**config.mk**
```make
export PLATFORM = sky130hd
export DESIGN_NAME = dtlt_timer
export DESIGN_NICKNAME = d
export VERILOG_FILES = /design/src/hw/dtlt_pkg.sv /design/src/hw/dtlt_timer.sv /design/src/hw/dtlt_sync.sv
export SDC_FILE = /design/constraint.sdc
export NUM_CORES = 1
export LEC_CHECK = 0
export ABC_AREA = 1
export BUFFER_PORTS_ARGS = -buffer_cell sky130_fd_sc_hd__buf_4
export CAP_MARGIN = 25
export CORE_MARGIN = 2
export CORE_UTILIZATION = 49
export CTS_CLUSTER_DIAMETER = 40
export DETAILED_ROUTE_END_ITERATION = 10
export PLACE_DENSITY = 0.77
export SYNTH_ARGS = -nofsm -noshare
export SYNTH_HDL_FRONTEND = slang
export SYNTH_SLANG_ARGS = --single-unit
```
**constraint.sdc**
```tcl
create_clock -name clk_in -period 4.1 [get_ports clk_in]
set_input_delay 0.82 -clock clk_in [delete_from_list [all_inputs] [get_ports clk_in]]
set_output_delay 0.82 -clock clk_in [all_outputs]
set_load 0.02 [all_outputs]
```
**src/hw/dtlt_pkg.sv**
```systemverilog
package dtlt_pkg;

  // oscillator divide ratio feeding both counters
  localparam int unsigned PRESCALE_DIV = 32;
  localparam logic [4:0]  PRESCALE_MAX = 5'h1f;

  // counter one wraps after this value
  localparam logic [7:0] CNT1_TOP   = 8'hf9;
  localparam logic [7:0] CNT1_RESET = 8'h00;

  // counter two overflows past this value
  localparam logic [7:0] CNT2_TOP = 8'hff;

  // reset values of the software visible fields
  localparam logic [7:0] RELOAD_RESET  = 8'h00;
  localparam logic [7:0] CAPTURE_RESET = 8'h00;

  // status byte layout of control/status one
  localparam int unsigned CS1_CAP_IE_POS = 7;
  localparam int unsigned CS1_CAP_F_POS  = 6;
  localparam int unsigned CS1_DBL_POS    = 5;
  localparam int unsigned CS1_TB1_IE_POS = 4;
  localparam int unsigned CS1_TB1_F_POS  = 3;

  // status byte layout of control/status two
  localparam int unsigned CS2_TB2_IE_POS = 1;
  localparam int unsigned CS2_TB2_F_POS  = 0;

endpackage : dtlt_pkg

```
**src/hw/dtlt_timer.sv**
```systemverilog
`timescale 1ns/1ps
`default_nettype none

// Function
// - counter one starts at zero after reset, counts at osc/32, hidden from software
// - counter one overflows on wrap from f9h to 00h
// - period double select makes counter one overflow every second wrap
// - counter one overflow sets timebase one flag; irq when flag and enable
// - reading control/status one clears timebase one flag
// - capture pin edge latches counter one and sets capture flag
// - capture value holds last capture until the next one
// - capture edges ignored while capture flag is set
// - reading capture value clears flag; irq when flag and enable
// - counter two starts from reload value, counts at osc/32, readable
// - counter two reloads from reload value after passing ffh
// - reload writes take effect only at next counter two overflow
// - counter two period programmable in 256 steps of one prescaled tick
// - counter two overflow sets timebase two flag; irq when flag and enable
// - reading control/status two clears timebase two flag
// - slow, wait and active halt do not affect the timer
// - halt stops both counters
// - three separate interrupt lines, each gated by its own enable
// - software cannot write the timebase flags
module dtlt_timer (
  input  wire logic       clk_in,                    // oscillator clock
  input  wire logic       resetn_in,                 // async reset, active low
  input  wire logic       halt_in,                   // halt mode, stops counting
  input  wire logic       capture_input_pin_in,      // external capture pin
  input  wire logic       period_double_select_in,   // doubles counter one period
  input  wire logic       timebase_one_irq_enable_in,// enable for timebase one irq
  input  wire logic       timebase_two_irq_enable_in,// enable for timebase two irq
  input  wire logic       capture_irq_enable_in,     // enable for capture irq
  input  wire logic       reload_write_in,           // strobe: write reload value
  input  wire logic [7:0] reload_wdata_in,           // reload data
  input  wire logic       ctrl_status_one_read_in,   // strobe: read control/status one
  input  wire logic       ctrl_status_two_read_in,   // strobe: read control/status two
  input  wire logic       capture_read_in,           // strobe: read capture value
  output logic      [7:0] timer_ctrl_status_one_out, // status byte one
  output logic      [7:0] timer_ctrl_status_two_out, // status byte two
  output logic      [7:0] capture_value_reg_out,     // last captured count
  output logic      [7:0] reload_value_reg_out,      // stored reload value
  output logic      [7:0] second_counter_value_out,  // counter two value
  output logic            timebase_one_flag_out,     // flag, registered
  output logic            timebase_two_flag_out,     // flag, registered
  output logic            capture_flag_out,          // flag, registered
  output logic            timebase_one_irq_out,      // level irq request
  output logic            timebase_two_irq_out,      // level irq request
  output logic            capture_irq_out            // level irq request
);

  ////////////////////////////////////////////////////////////////////////
  // state

  typedef struct packed {
    logic [4:0] prescale;
    logic [7:0] cnt1;
    logic       half;
    logic [7:0] cnt2;
    logic       cnt2_loaded;
    logic [7:0] reload;
    logic [7:0] capture;
    logic       pin_last;
    logic       tb1_flag;
    logic       tb2_flag;
    logic       cap_flag;
  } dtlt_state_t;

  dtlt_state_t state;
  dtlt_state_t next_state;

  logic pin_sync;

  // pin crosses in through two flops before edge detection
  dtlt_sync u_sync (
    .clk_in    (clk_in),
    .resetn_in (resetn_in),
    .async_in  (capture_input_pin_in),
    .sync_out  (pin_sync)
  );

  ////////////////////////////////////////////////////////////////////////
  // helpers

  // increment with wrap at a top value
  function automatic logic [7:0] dtlt_wrap_inc(input logic [7:0] value, input logic [7:0] top);
    dtlt_wrap_inc = (value == top) ? 8'h00 : 8'(value + 8'h01);
  endfunction

  // flag update: a set in the clearing cycle wins
  function automatic logic dtlt_flag(input logic flag, input logic set, input logic clr);
    dtlt_flag = set | (flag & ~clr);
  endfunction

  ////////////////////////////////////////////////////////////////////////
  // next state

  logic tick;
  logic ovf1;
  logic evt1;
  logic ovf2;
  logic edge_seen;
  logic cap_take;

  always_comb begin
    next_state = state;
    // prescaler runs from the oscillator only; low power clock gating is
    // outside this block, so slow/wait/active halt change nothing
    tick = 1'b0;
    if (!halt_in) begin
      next_state.prescale = 5'(state.prescale + 5'h01);
      tick = (state.prescale == dtlt_pkg::PRESCALE_MAX);
    end

    // counter one: hidden free runner, 250 ticks per wrap
    ovf1 = tick && (state.cnt1 == dtlt_pkg::CNT1_TOP);
    if (tick) begin
      next_state.cnt1 = dtlt_wrap_inc(state.cnt1, dtlt_pkg::CNT1_TOP);
    end
    // doubled period: only every second wrap counts as an event
    evt1 = ovf1 && (!period_double_select_in || state.half);
    if (ovf1) begin
      next_state.half = period_double_select_in ? ~state.half : 1'b0;
    end

    // counter two: first tick after reset loads the reload value
    ovf2 = tick && state.cnt2_loaded && (state.cnt2 == dtlt_pkg::CNT2_TOP);
    if (tick) begin
      next_state.cnt2_loaded = 1'b1;
      if (!state.cnt2_loaded || ovf2) begin
        next_state.cnt2 = state.reload;
      end else begin
        next_state.cnt2 = 8'(state.cnt2 + 8'h01);
      end
    end
    // writes land in the reload register only, counter sees them at overflow
    if (reload_write_in) begin
      next_state.reload = reload_wdata_in;
    end

    // capture: any edge of the synchronised pin, blocked while flag set
    next_state.pin_last = pin_sync;
    edge_seen = (pin_sync != state.pin_last);
    cap_take  = edge_seen && !state.cap_flag;
    if (cap_take) begin
      next_state.capture = state.cnt1;
    end

    // flags: set by hardware, cleared only by reads, never by writes
    next_state.tb1_flag = dtlt_flag(state.tb1_flag, evt1, ctrl_status_one_read_in);
    next_state.tb2_flag = dtlt_flag(state.tb2_flag, ovf2, ctrl_status_two_read_in);
    next_state.cap_flag = dtlt_flag(state.cap_flag, cap_take, capture_read_in);
  end

  ////////////////////////////////////////////////////////////////////////
  // registers

  // capture flag resets to zero here; software still reads once after
  // reset, which is harmless
  always_ff @(posedge clk_in or negedge resetn_in) begin
    if (!resetn_in) begin
      state          <= '0;
      state.cnt1     <= dtlt_pkg::CNT1_RESET;
      state.reload   <= dtlt_pkg::RELOAD_RESET;
      state.capture  <= dtlt_pkg::CAPTURE_RESET;
    end else begin
      state <= next_state;
    end
  end

  ////////////////////////////////////////////////////////////////////////
  // outputs

  // status bytes, reserved bits read zero
  always_comb begin
    timer_ctrl_status_one_out = 8'h00;
    timer_ctrl_status_one_out[dtlt_pkg::CS1_CAP_IE_POS] = capture_irq_enable_in;
    timer_ctrl_status_one_out[dtlt_pkg::CS1_CAP_F_POS]  = state.cap_flag;
    timer_ctrl_status_one_out[dtlt_pkg::CS1_DBL_POS]    = period_double_select_in;
    timer_ctrl_status_one_out[dtlt_pkg::CS1_TB1_IE_POS] = timebase_one_irq_enable_in;
    timer_ctrl_status_one_out[dtlt_pkg::CS1_TB1_F_POS]  = state.tb1_flag;
    timer_ctrl_status_two_out = 8'h00;
    timer_ctrl_status_two_out[dtlt_pkg::CS2_TB2_IE_POS] = timebase_two_irq_enable_in;
    timer_ctrl_status_two_out[dtlt_pkg::CS2_TB2_F_POS]  = state.tb2_flag;
  end

  assign capture_value_reg_out    = state.capture;
  assign reload_value_reg_out     = state.reload;
  assign second_counter_value_out = state.cnt2;
  assign timebase_one_flag_out    = state.tb1_flag;
  assign timebase_two_flag_out    = state.tb2_flag;
  assign capture_flag_out         = state.cap_flag;

  // level requests, one line each
  assign timebase_one_irq_out = state.tb1_flag & timebase_one_irq_enable_in;
  assign timebase_two_irq_out = state.tb2_flag & timebase_two_irq_enable_in;
  assign capture_irq_out      = state.cap_flag & capture_irq_enable_in;

endmodule // dtlt_timer

`default_nettype wire

```
**src/hw/dtlt_sync.sv**
```systemverilog
`timescale 1ns/1ps
`default_nettype none

// two flop synchroniser for the capture pin
module dtlt_sync (
  input  wire logic clk_in,     // system clock
  input  wire logic resetn_in,  // async reset, active low
  input  wire logic async_in,   // raw pin level
  output logic      sync_out    // level in clk_in domain
);

  typedef struct packed {
    logic meta;
    logic stable;
  } dtlt_sync_state_t;

  dtlt_sync_state_t state;
  dtlt_sync_state_t next_state;

  // first stage feeds only the second
  always_comb begin
    next_state.meta   = async_in;
    next_state.stable = state.meta;
  end

  always_ff @(posedge clk_in or negedge resetn_in) begin
    if (!resetn_in) begin
      state <= '0;
    end else begin
      state <= next_state;
    end
  end

  assign sync_out = state.stable;

endmodule // dtlt_sync

`default_nettype wire

```
; ---- After elaboration in Yosys (flattened, before gate mapping)
; Cells that the tools add are included.
[classes]
addsub = 3
eq_ne = 4
mux = 4
n_bitwise = 13
n_reduce_logical = 10
[op_table]
columns = operator, count
row1 = $add 8x1->8 const B, 2
row2 = $eq 8x8->1 const B, 2
row3 = $mux 8, 2
row4 = $and 1x1->1, 6
row5 = $add 5x1->5 const B, 1
row6 = $eq 5x5->1 const B, 1
row7 = $logic_and 1x1->1, 5
row8 = $not 1->1, 4
row9 = $logic_not 1->1, 3
row10 = $or 1x1->1, 3
row11 = $logic_or 1x1->1, 2
row12 = $mux 1, 2
row13 = $ne 1x1->1, 1
[totals]
register_bits = 45
inputBits = 20

; ---- Depth between registers and ports, before layout
[logic_depth]
word_depth = 6
mapped_depth = 11
depth_no_buf = 11

; ---- Modules after synthesis
; From an unflattened synthesis, not the netlist that was laid out.
[unflattened]
hier_cells = 291
area_unflattened_um2 = 2468.6
[modules_own_cells]
columns = module, n_inst, cells_per_inst, area_each_um2, seq_area_each_um2
row1 = dtlt_timer, 1, 289, 2418.6, 1076.0
row2 = dtlt_sync, 1, 2, 50.0, 50.0

; ---- Worst setup path after synthesis
; OpenSTA, ideal clock, no wires.
[synth_path]
path_kind = input -> output
from = in capture_irq_enable_in
to = out capture_irq_out
t_arrival_ps = 1006
required_ps = 3280
setup_slack_ps = 2274
path_stages = 2
n_path_buf = 0
cell_sequence = nand2_1 -> inv_1
[synth_via]
elab_chain_len = 1
[synth_rtl]
columns = item, line_no
row1 = "start, declared", dtlt_timer.sv:32  ; input wire logic capture_irq_enable_in,
row2 = $and 1x1->1, dtlt_timer.sv:196  ; assign capture_irq_out = state.cap_flag & capture_irq_enable_in;
row3 = "end, declared", dtlt_timer.sv:48  ; output logic capture_irq_out
; No other way between the ends.

; ---- Worst setup path after layout
[layout_path]
from = in timebase_one_irq_enable_in
to = out timebase_one_irq_out
[layout_via]
elab_chain_len = 1
[layout_rtl]
columns = item, line_no
row1 = "start, declared", dtlt_timer.sv:30  ; input wire logic timebase_one_irq_enable_in,
row2 = $and 1x1->1, dtlt_timer.sv:194  ; assign timebase_one_irq_out = state.tb1_flag & timebase_one_irq_enable_in;
row3 = "end, declared", dtlt_timer.sv:46  ; output logic timebase_one_irq_out,
; No other way between the ends.

==> flow_metrics.py <==
metrics = {
    "grt": {
        "antenna_found_initial": 0,
        "grt_max_degree": 46,
        "grt_pass1_vias": 1620,
        "grt_pass1_wl_um": 6890,
        "globalRoute.totalOverflow": 0,
        "grt_util_all_layers_pct": 15.9,
    },
    "critical_path": {
        "start_kind": "input port",
        "cp.arrival_ns": 1.16,
        "worstSetupEndpointType": "primary output",
        "ff2ff_setup_slack_ns": 2.18,
        "crit_end": "timebase_one_irq_out",
        "r2r-end": "second_counter_value_out[5]$_DFFE_PN0P_",
        "crit_slowest_cell": "buf_4",
        "critPathRequiredTime_ns": 3.28,
        "startpoint": "timebase_one_irq_enable_in",
        "crit_chain": "buf_4, nand2_1, inv_1, buf_4",
        "timing.rr.start": "state[38]$_DFFE_PN0N_",
        "cp_common_cell": "buf_4",
        "critical_path_class": "in2out",
        "cpPeakStageDelay_ns": 0.14,
        "path_max_fanout": 2,
        "reg2reg_depth": 9,
    },
    "finish": {
        "antenna_cells": 0,
        "final_nets": 343,
        "drive_above_1_share_pct": 25.1,
        "fin_util_pct": 58.3,
        "area_delta_synth_final_pct": 13.0,
    },
    "synthesis": {
        "netlist_area_mm2": 0.00247,
        "synth_common_cells": "nand2_1 (77), dfrtp_1 (45), buf_4 (40)",
        "synth_edf_count": 0,
        "syn_avg_cell_area_um2": 8.48,
        "ys_warn_count": 0,
        "ys.flop_type": "dfrtp_1",
        "yosys.area.top_type": "dfrtp_1",
        "synth_seq_cells": 45,
        "ys_seq_area_share_pct": 45.6,
        "yosysMostFrequentCell": "nand2_1",
        "synthDistinctLibCells": 32,
        "yosys-top-cells-area": "dfrtp_1 (46%), buf_4 (12%), nand2_1 (12%)",
        "synth_cells": 291,
        "synth_top_cell_area_share_pct": 45.6,
        "async_flop_share_pct": 100,
    },
    "min_path": {
        "hold_class": "reg2reg",
    },
    "routing": {
        "postRouteAntennaNets": 0,
        "vias_per_cell": 4.59,
        "drt-total-wl_um": 4070,
        "vias": 1771,
        "drc": 0,
        "wl_per_cell_um": 10.5,
        "initialDrtViolationCount": 59,
        "firstDrtPassIters": 4,
    },
    "place": {
        "numPortBuffers": 56,
        "dp_hpwl_um": 3080,
        "routabilityCongestion": 0.768,
    },
    "timing": {
        "skew_ns": 0.00753,
        "maxSlewHeadroom_pct": 40.7,
        "rsz0062_at_grt": "no",
        "final-hold-violation-count": 0,
        "finalCritPeriodShare_pct": 48.4,
        "tightest_slew_ns": 0.884,
        "fmax_ghz": 0.504,
        "fin_setup_tns_ns": 0,
        "setup_viol": 0,
        "post-route-min-period_ns": 1.98,
        "slew_viol_final": 0,
    },
    "die": {
        "rows": 25,
        "die_w_um": 75.0,
        "fp.coreArea_mm2": 0.00479,
        "start_util_pct": 51.6,
        "io_pins": 66,
        "die_h_um": 75.0,
        "fp.dieArea_mm2": 0.00562,
    },
    "clocking": {
        "clk_pin_slew_ns": 0.08,
        "clkSinkCount": 45,
        "clk_path_buf_depth": 2,
        "htree_levels": 2,
        "cts_buffers": 5,
        "cts-root-buf": "clkbuf_8",
        "cts_setup_buffers": 0,
        "cts_tree": "yes",
        "postCtsHoldBufs": 0,
        "clock_latency_ns": 0.30,
        "ctsResizeCount": 0,
    },
    "outcome": {
        "outcome": "completed",
    },
    "power": {
        "leakagePower_nw": 1.53,
        "ir_drop_mv": 0.202,
        "power.density_mw_per_mm2": 450,
    },
    "flow_run": {
        "drv_cap": 0,
    },
}
[area by class of cell]
type                    instances  area (um2)
well taps                      67        83.8
inverters                      33         124
flip-flops and latches         45        1130
clock inverters                 1        30.0
multi-input cells             177         918
repair buffers                 56         420
clock buffers                   7        86.3
fillers                       435        2000
[cell usage in the layout (no fill, tap or decap)]
cell type | netlist | final
a21oi_1 | 9 | 9
a21oi_2 | 1 | 1
and3_1 | 1 | 1
and3b_1 | 1 | 1
buf_4 | 40 | 56
bufinv_16 | 0 | 1
clkbuf_1 | 2 | 1
clkbuf_8 | 0 | 6
conb_1 | 1 | 9
dfrtp_1 | 45 | 45
ha_1 | 5 | 5
inv_1 | 31 | 31
inv_2 | 2 | 2
mux2_2 | 2 | 2
nand2_1 | 77 | 77
nand2_2 | 4 | 4
nand2_4 | 1 | 1
nand2_8 | 1 | 1
nand3_1 | 12 | 12
nand3_2 | 2 | 2
nand3b_1 | 2 | 2
nand4_1 | 3 | 3
nor2_1 | 13 | 13
nor2_4 | 1 | 1
nor2_8 | 1 | 1
nor3_1 | 1 | 1
nor3_2 | 2 | 2
o21ai_0 | 18 | 18
o21ai_1 | 4 | 4
o21bai_1 | 2 | 2
o22ai_1 | 1 | 1
xnor2_1 | 1 | 1
xor2_1 | 3 | 3
[cells by family after synthesis]
| kind of cell | Yosys count | share of synthesized area [%] |
|---|---|---|
| xor+xnor | 4 | 1.42 |
| buf+inv | 77 | 18.4 |
| mux | 2 | 0.912 |
| fa+ha+maj | 5 | 2.53 |
| compound gates | 35 | 7.50 |
| flops | 45 | 45.6 |
| other cells | 1 | 0.152 |
| simple gates | 122 | 23.5 |
[per-stage QoR]
stage / setup WS [ns] / std cells / hold WS (ns) / power, mW / cell area [um2]
floorplan: 2.27 / 299 / 0.331 / 0.859 / 2500
global placement: 2.12 / 378 / 0.335 / 0.914 / 2670
detailed placement: 2.11 / 378 / 0.338 / 0.925 / 2670
CTS: 2.11 / 386 / 0.357 / 1.27 / 2790
global route: 2.01 / 386 / 0.387 / 1.34 / 2790
finish: 2.12 / 386 / 0.356 / 1.25 / 2790
[worst min-delay path by stage]
stage	startpoint	endpoint	cells after the start
2_1_floorplan	u_sync.next_state[0]$_DFF_PN0_	u_sync.sync_out$_DFF_PN0_	0
5_1_grt	u_sync.next_state[0]$_DFF_PN0_	u_sync.sync_out$_DFF_PN0_	0
6_report	u_sync.next_state[0]$_DFF_PN0_	u_sync.sync_out$_DFF_PN0_	0
3_3_place_gp	u_sync.next_state[0]$_DFF_PN0_	u_sync.sync_out$_DFF_PN0_	0
3_5_place_dp	u_sync.next_state[0]$_DFF_PN0_	u_sync.sync_out$_DFF_PN0_	0
4_1_cts	u_sync.next_state[0]$_DFF_PN0_	u_sync.sync_out$_DFF_PN0_	0
[where the power goes]
part	total (mW)	internal [mW]	switching, mW	leakage (nW)
Clock	0.342	0.199	0.143	0.0585
Combinational	0.326	0.137	0.189	0.938
Sequential	0.587	0.525	0.0618	0.538
Total	1.25	0.861	0.394	1.53
[critical path: cells and delay by family]
family        cells  cell delay, ns
simple gates      1            0.05
buf+inv           3            0.28
[layer usage]
metal / vias to the layer above / global-route usage (%) / share of wire [%]
met4: 0 / 4.56 / 0.93
met1: 795 / 19.9 / 42
li1: 918 / - / -
met3: 4 / 5.22 / 5.8
met2: 54 / 26.5 / 51
met5: - / 0 / 0
[registers in the layout (all words and copies together) (netlist names), 8 cells and up]
register / cells
state: 16
capture_value_reg_out: 8
reload_value_reg_out: 8
second_counter_value_out: 8
Note: power is estimated with default switching activity, not from simulation.
